[src/digipot_pkg.sv]
/*
  digipot_pkg: constants and carrier types for the two-wire digipot slave.
  assumes: included before the slave module; no clocking of its own.
*/
package digipot_pkg;

  localparam logic [4:0] addr_prefix = 5'h0b;
  localparam logic [7:0] wiper_midscale = 8'h80;
  localparam int byte_bits = 8;
  localparam int bit_cnt_w = 4;
  localparam logic [3:0] bit_cnt_ack = 4'h8;
  localparam logic [3:0] bit_cnt_zero = 4'h0;

  // instruction byte field positions
  localparam int instr_chan_pos = 7;
  localparam int instr_midscale_pos = 6;
  localparam int instr_soft_sd_pos = 5;
  localparam int instr_out_two_pos = 4;
  localparam int instr_out_one_pos = 3;

  typedef enum logic [2:0] {
    st_idle,
    st_addr,
    st_instr,
    st_data,
    st_read
  } phase_e;

  typedef struct packed {
    logic scl;
    logic sda;
  } line_s;

  typedef struct packed {
    logic logic_output_one;
    logic logic_output_two;
    logic shutdown_active;
  } ctrl_out_s;

endpackage

[src/digipot_serial_command_slave.sv]
/*
  digipot_serial_command_slave: two-wire serial slave front end of a
  one- or two-channel 256-position digital potentiometer.
  assumes: scl and sda arrive asynchronous and are far slower than clk_sys_in;
  the sda pad is open drain and resolved outside (oe low means drive low).
*/
`timescale 1ns/10ps

// What this block does
// read: data byte follows address acknowledge, no instruction byte
// read byte: eight data bits driven, master leaves ninth bit high
// data line changes only while clock low, stable during high
// rising data while clock high is a stop, ends transaction
// write: master raises data during tenth clock to form stop
// read: master nacks, pulls low, releases high under clock for stop
// each further written data byte updates selected wiper immediately
// new instruction needs a fresh address, instruction and data sequence
// repeated reads keep returning selected channel's wiper value
// read returns wiper of channel selected most recently in write
// channel select latched from instruction byte alone
// respond only when address bits match the two address pins
// logic outputs low after power-up
// logic outputs set from instruction bits on each accepted instruction
// instruction-only write updates outputs and leaves wiper unchanged unless midscale bit set
// new start accepted after completed write or in place of stop
// shutdown from active-low pin or soft shutdown bit
// soft shutdown keeps wiper setting, restored on next command
// output wired to shutdown pin: programmable while shut, high exits
// address is fixed five-bit prefix, pin bits, then direction bit
// acknowledge address and each write byte by pulling data low
// instruction: channel, midscale, shutdown, output two, output one
// midscale bit moves selected wiper to centre code
// eight-bit wipers preset to 128, bytes shifted msb first
// start while addressed is a repeated start, expect new address
module digipot_serial_command_slave
  import digipot_pkg::*;
#(
  parameter int channels = 2
)
(
  // clock and reset
  input wire logic clk_sys_in,
  input wire logic nrst_in,
  // serial link pins
  input wire logic scl_in,
  input wire logic sda_in,
  output logic sda_oe_n_out,
  // address and shutdown pins
  input wire logic address_pin_zero_in,
  input wire logic address_pin_one_in,
  input wire logic shutdown_input_n_in,
  // potentiometer side
  output logic [7:0] first_channel_wiper_out,
  output logic [7:0] second_channel_wiper_out,
  output digipot_pkg::ctrl_out_s ctrl_out
);
  import digipot_pkg::*;

  // refuse channel counts the wiper store cannot serve
  if (channels < 1 || channels > 2)
  begin : bad_channels
    $error("channels must be 1 or 2");
  end

  typedef struct packed {
    line_s sync1;
    line_s sync2;
    line_s prev;
    logic [1:0] pins1;
    logic [1:0] pins2;
    logic shdn1;
    logic shdn2;
    phase_e phase;
    logic [3:0] bit_cnt;
    logic [7:0] shreg;
    logic [7:0] tx;
    logic in_ack;
    logic drive_low;
    logic chan;
    logic soft_sd;
    logic out_one;
    logic out_two;
    logic [1:0][7:0] wiper;
  } state_s;

  state_s r;
  state_s next_r;

  function automatic logic addr_match(input logic [6:0] a, input logic [1:0] pins);
    addr_match = (a[6:2] == addr_prefix) && (a[1:0] == pins);
  endfunction

  // channel named by an instruction byte; a one-channel part always uses 0
  function automatic logic chan_of(input logic [7:0] instr);
    chan_of = (channels > 1) ? instr[instr_chan_pos] : 1'b0;
  endfunction

  logic scl_rise;
  logic scl_fall;
  logic start_cond;
  logic stop_cond;
  logic [7:0] got;

  always_comb
  begin
    // edge detection on synchronised lines only
    scl_rise = r.sync2.scl & ~r.prev.scl;
    scl_fall = ~r.sync2.scl & r.prev.scl;
    start_cond = r.sync2.scl & r.prev.scl & r.prev.sda & ~r.sync2.sda;
    stop_cond = r.sync2.scl & r.prev.scl & ~r.prev.sda & r.sync2.sda;
    got = {r.shreg[6:0], r.sync2.sda};
    next_r = r;
    next_r.sync1 = '{scl: scl_in, sda: sda_in};
    next_r.sync2 = r.sync1;
    next_r.prev = r.sync2;
    next_r.pins1 = {address_pin_one_in, address_pin_zero_in};
    next_r.pins2 = r.pins1;
    next_r.shdn1 = shutdown_input_n_in;
    next_r.shdn2 = r.shdn1;
    if (start_cond)
    begin

      next_r.phase = st_addr;
      next_r.bit_cnt = bit_cnt_zero;
      next_r.in_ack = 1'b0;
      next_r.drive_low = 1'b0;
    end
    else if (stop_cond)
    begin
      next_r.phase = st_idle;
      next_r.in_ack = 1'b0;
      next_r.drive_low = 1'b0;
    end
    else if (r.phase != st_idle)
    begin
      if (scl_rise && !r.in_ack)
      begin
        next_r.shreg = got;
        next_r.bit_cnt = r.bit_cnt + 4'h1;
      end
      if (scl_rise && r.in_ack && r.phase == st_read && r.sync2.sda)
      begin
        // master nack: release bus and wait for stop
        next_r.phase = st_idle;
      end
      if (scl_fall)
      begin
        if (r.in_ack)
        begin
          // ninth clock done, set up next byte
          next_r.in_ack = 1'b0;
          next_r.bit_cnt = bit_cnt_zero;
          next_r.drive_low = 1'b0;
          if (r.phase == st_read)
          begin
            next_r.tx = r.wiper[r.chan];
            next_r.drive_low = ~r.wiper[r.chan][byte_bits - 1];
          end
        end
        else if (r.bit_cnt == bit_cnt_ack)
        begin
          next_r.in_ack = 1'b1;
          next_r.drive_low = 1'b0;
          case (r.phase)
            st_addr:
            begin
              if (addr_match(r.shreg[7:1], r.pins2))
              begin
                next_r.drive_low = 1'b1;
                if (r.shreg[0])
                begin
                  next_r.phase = st_read;
                  next_r.soft_sd = 1'b0;
                end
                else
                begin
                  next_r.phase = st_instr;
                end
              end
              else
              begin
                next_r.phase = st_idle;
                next_r.in_ack = 1'b0;
              end
            end
            st_instr:
            begin
              next_r.drive_low = 1'b1;
              next_r.phase = st_data;
              next_r.chan = chan_of(r.shreg);
              next_r.soft_sd = r.shreg[instr_soft_sd_pos];
              next_r.out_two = r.shreg[instr_out_two_pos];
              next_r.out_one = r.shreg[instr_out_one_pos];
              if (r.shreg[instr_midscale_pos])
              begin
                next_r.wiper[chan_of(r.shreg)] = wiper_midscale;
              end
            end
            st_data:
            begin
              next_r.drive_low = 1'b1;
              next_r.wiper[r.chan] = r.shreg;
            end
            default:
            begin
              // read byte done, release for master ack bit
              next_r.drive_low = 1'b0;
            end
          endcase
        end
        else if (r.phase == st_read)
        begin
          // shift next read bit out while clock is low
          next_r.tx = {r.tx[6:0], 1'b0};
          next_r.drive_low = ~r.tx[byte_bits - 2];
        end
      end
    end
  end

  always_ff @(posedge clk_sys_in or negedge nrst_in)
  begin
    if (!nrst_in)
    begin
      r <= '0;
      r.sync1 <= '{scl: 1'b1, sda: 1'b1};
      r.sync2 <= '{scl: 1'b1, sda: 1'b1};
      r.prev <= '{scl: 1'b1, sda: 1'b1};
      r.shdn1 <= 1'b1;
      r.shdn2 <= 1'b1;
      r.phase <= st_idle;
      r.wiper <= {wiper_midscale, wiper_midscale};
      r.out_one <= 1'b0;
      r.out_two <= 1'b0;
    end
    else
    begin
      r <= next_r;
    end
  end

  assign sda_oe_n_out = ~r.drive_low;
  assign first_channel_wiper_out = r.wiper[0];
  assign second_channel_wiper_out = r.wiper[1];
  assign ctrl_out.logic_output_one = r.out_one;
  assign ctrl_out.logic_output_two = r.out_two;
  assign ctrl_out.shutdown_active = r.soft_sd | ~r.shdn2;

endmodule

[config.mk]
export PLATFORM = sky130hd
export DESIGN_NAME = digipot_serial_command_slave
export DESIGN_NICKNAME = d
export VERILOG_FILES = /design/src/digipot_pkg.sv /design/src/digipot_serial_command_slave.sv
export SDC_FILE = /design/constraint.sdc
export NUM_CORES = 1
export LEC_CHECK = 0
export BUFFER_PORTS_ARGS = -buffer_cell sky130_fd_sc_hd__buf_2
export CAP_MARGIN = 20
export CORE_MARGIN = 3
export CORE_UTILIZATION = 40
export CTS_CLUSTER_DIAMETER = 150
export DETAILED_ROUTE_END_ITERATION = 16
export SLEW_MARGIN = 20
export SYNTH_ARGS = -nofsm -noshare
export SYNTH_HDL_FRONTEND = slang
export SYNTH_SLANG_ARGS = --single-unit
[constraint.sdc]
create_clock -name clk_sys_in -period 3.8 [get_ports clk_sys_in]
set_input_delay 0.38 -clock clk_sys_in [delete_from_list [all_inputs] [get_ports clk_sys_in]]
set_output_delay 0.38 -clock clk_sys_in [all_outputs]
set_load 0.02 [all_outputs]
[After elaboration in Yosys (flattened, before gate mapping)]
Cells that the tools add are included.
Storage, ports and cells
  bits in registers: 57
  input port bits: 7
  output and inout port bits: 20
  logic and storage cells: 128
Operators by class
  add/sub/neg operators: 1
  $lt $le $gt $ge: 4
  equal/unequal tests: 12
  multiplexer cells: 43
  bitwise operators: 22
  reduce and logical (&&, ||, !) cells: 24
Operators with widths (count)
  two-way mux 20 bit: 3
  two-way mux 8 bit: 7
  two-way mux 45 bit: 1
  one-hot mux 16 bit (2 select lines): 1
  two-way mux 30 bit: 1
  two-way mux 3 bit: 6
  bitwise mux 16 bit: 1
  demux 8 bit (select 1 bit): 2
  two-way mux 16 bit: 1
  bitwise AND 14 bit: 1
  two-way mux 7 bit: 2
  inverter 14 bit: 1
  two-way mux 12 bit: 1
  inverter 1 bit: 11
  two-way mux 10 bit: 1
  inequality test 2 bit, second input constant: 5
  two-way mux 1 bit: 9
  AND reduction 9 bit: 1
  nonzero test 3 bit: 3
  AND reduction 8 bit: 1
  bitwise AND 1 bit: 7
  logical AND 1 bit: 7
  AND reduction 7 bit: 1
  equality test 3 x 2 -> 1 bit, second input constant: 2
  22 further kinds: 30

[Depth between registers and ports, before layout]
  depth in word-level cells: 14
  gate-level depth with buffers: 9
  mapped depth without buffers: 6

[Least setup slack after synthesis]
OpenSTA, ideal clock, no wires.
  path type: register -> register
  start: reg r[38] (netlist name)
  end: reg (tool-made name)
  setup time: 121 ps
  data arrival time: 1642 ps
  required time: 3679 ps
  path slack: 2037 ps
  stages on the path, launching flop included: 10
  path buffers: 3
  clock period less this slack: 1763 ps
  cell sequence: dfrtp_1 inv_1 ha_1 and3b_1 buf_2 and3_1 buf_2 and2_1 buf_6 a22o_1
RTL lines
  from (decl): RTL line digipot_serial_command_slave.sv:86  | state_s r;
  from (signal assigned): RTL line digipot_serial_command_slave.sv:238  | r <= next_r;

[Worst setup path in the final report]
  start: reg r[21] (netlist name)
  end: reg r, in the netlist ctrl_out[2]
On the way
  longest elaborated chain between the ends: 2
Ends and longest elaborated chain
  inverter 1 bit (no line)
  AND reduction 7 bit (no line)
No other way between the ends.
A chain may end at the register's enable or synchronous reset.

==> summary.md <==
| Metric | Value |
|---|---|
| Die Width | 88.24 um |
| Critical path capture point type | flip-flop |
| ANT cells | 0 |
| HP Class | input port to flip-flop |
| DP Worst Slack | 1.832 ns |
| Largest net degree at the start of global routing | 57 |
| Num CTS Buffers | 5 |
| Final Hold Fails | 0 |
| Cells after synthesis | 250 |
| Layout cells sized above 1 | 23.14% |
| Status | finished clean |
| Slew headroom | 42.24% |
| Grt ovf | 0 |
| DR iter-0 viols | 96 |
| Reg-to-reg startpoint | r[21]$_DFFE_PN0P_ |
| Max Root-Sink Buffers | 2 |
| Yosys top cell area share | 42.55% |
| Final worst path period share | 51.66% |
| Top_reg_cell synth | dfrtp_1 |
| Syn Area/Cell | 10.82 um^2 |
| Maxcap violations | 0 |
| Area leader, netlist | dfrtp_1 |
| CTS Sinks | 56 |
| NumNets Final | 264 |
| PostCTS Resize Cnt | 0 |
| Synth cell types | 48 |
| Hold-fix buffer count after cts | 0 |
| EDFF count, synth | 0 |
| Port Buffers | 26 |
| IO Pins | 27 |
| Clock Pin Slew Worst Setup and Hold Paths | 0.10 ns |
| Clk Tree Root Cell | clkbuf_8 |
| Dpl hpwl | 3556 um |
| PD cells | 456.0 mW/mm^2 |
| Post-CTS Setup Inserts | 0 |
| YS warnings | 0 |
| Final setup fails | 0 |
| RSZ-0062 raised after global routing | false |
| Most frequent cell after synthesis | dfrtp_1 |
| Setup_tns | 0 ns |
| HP Start | shutdown_input_n_in |
| Leak Pwr | 1.287 nW |
| WL/cell | 15.29 um |
| Initial antenna violation count | 0 |
| Layout Cells excl Fill | 332 |
| Drt first pass iters | 4 |
| Fmax | 509.4 MHz |
| Htree depth | 2 |
| Critical path class | flip-flop to flip-flop |
| Setup ws final | 1.837 ns |
| Synth area leaders | dfrtp_1 (43%), dfstp_2 (9.7%), buf_4 (5.0%) |
| Pwr Total | 1.300 mW |
| Synthesized flop and latch total | 56 |
| # DRC | 0 |
| Gr usage total | 14.00% |
| First-pass GRT wire length | 8583 um |
| Number of global-route vias before repair | 1703 |
| Async SR Flop Fraction | 100.0% |
| Die area | 0.007785 mm^2 |
| Via Count | 1812 |
| Max Slew Vio Count | 0 |
| Area grow syn2layout | 5.365% |
| Share of the yosys chip area belonging to registers | 52.27% |
| Routed WL | 5075 um |
| GPL Wtd Cong | 0.7884 |
| Core footprint | 0.006459 mm^2 |
| Clock Skew | 0.01501 ns |
| Fin crit period | 1.963 ns |
| Worst Setup SP | r[21]$_DFFE_PN0P_ |
| Post-route ant nets | 0 |
| Data arrival, critical path | 2.16 ns |
| Post-synth top cells | dfrtp_1 (46), nand2_1 (26), buf_4 (18), o21ai_0 (18), a22o_1 (15) |
| Least-Margin Pin Slew | 0.8655 ns |
| Worst path required time | 4.00 ns |
| Core Util, Final | 44.13% |
| TritonCTS clock tree | yes |
| Mapped Area | 0.002705 mm^2 |
| Latest clock arrival within the worst-skew pair | 0.31 ns |
| Placed Cells | 325 |
| Critical Path Source Type | flip-flop |
| Die height | 88.24 um |
| Syn nets | 259 |
| Vias/cell | 5.458 |
| Core Rows | 29 |
| Initial core utilization | 41.88% |
| Crit path max fanout | 24 |
| Peak VDD IR | 0.0002245 V |
[layout by cell type, fill, tap and decap left out, types with 4 or more instances in the layout]
| cell type | instances |
|---|---|
| dfrtp_1 | 46 |
| nand2_1 | 26 |
| buf_2 | 26 |
| o21ai_0 | 18 |
| a22o_1 | 15 |
| mux2_2 | 11 |
| nor2_1 | 10 |
| dfstp_2 | 10 |
| inv_1 | 8 |
| mux2i_1 | 7 |
| and3_1 | 5 |
| o22ai_1 | 5 |
| clkbuf_8 | 5 |
| nand2b_1 | 4 |
| nor2b_1 | 4 |
| a31oi_1 | 4 |
[cell type report]
class / count / area [um^2]
fill: 633 / 3608
sequential: 56 / 1414
multi-input combinational: 157 / 1070
timing repair buffer: 27 / 137.6
tap: 77 / 96.34
clock buffer: 6 / 72.57
clock inverter: 1 / 30.03
inverter: 8 / 30.03
[path summary, 6_finish.rpt]
path | to | slack, ns | depth (start not counted)
max | ctrl_out[2]$_DFFE_PN0P_ | 1.84 | 4
min | next_r[45]$_DFF_PN1_ | 0.17 | 1
max reg2reg | ctrl_out[2]$_DFFE_PN0P_ | 1.84 | 4
min reg2reg | r[47]$_DFF_PN0_ | 0.35 | 0
max in group asynchronous | r[37]$_DFFE_PN0P_ | 3.14 | 2
min in group asynchronous | r[24]$_DFFE_PN0P_ | 0.19 | 2
[through the flow]
step	hold slack, ns	area (um^2)
after CTS	0.1592	2850
after global placement	0.3329	2748
after detailed placement	0.3347	2748
after global routing	0.1570	2850
after floorplan	0.08441	2705
final	0.1713	2850
[cells by family after synthesis]
kind of cell	after synthesis	synth area share, %
compound gates	61	15.73
xor+xnor	3	0.9715
fa+ha+maj	2	0.9249
buf+inv	37	8.187
flops	56	52.27
mux	18	7.169
simple gates	73	14.75
[worst max-delay path, cell delays in order, from the launching register on]
cell and delay (ns):
dfrtp_1 0.66, nor3b_4 0.39, nand3_1 0.19, nor2_1 0.24, mux2_2 0.36
[power by group]
| group | total, mW | switching (mW) | leakage, nW | internal [mW] |
|---|---|---|---|---|
| Combinational | 0.173 | 0.0858 | 0.517 | 0.0873 |
| Clock | 0.372 | 0.178 | 0.0513 | 0.193 |
| Sequential | 0.755 | 0.0948 | 0.719 | 0.660 |
[routing by layer]
layer | global-route usage [%] | routed length (um)
met5 | 0 | 0
met4 | 2.885 | 32
met3 | 2.793 | 191
met2 | 22.23 | 2302
met1 | 20.07 | 2548
Note: power is estimated with default switching activity, not from simulation.
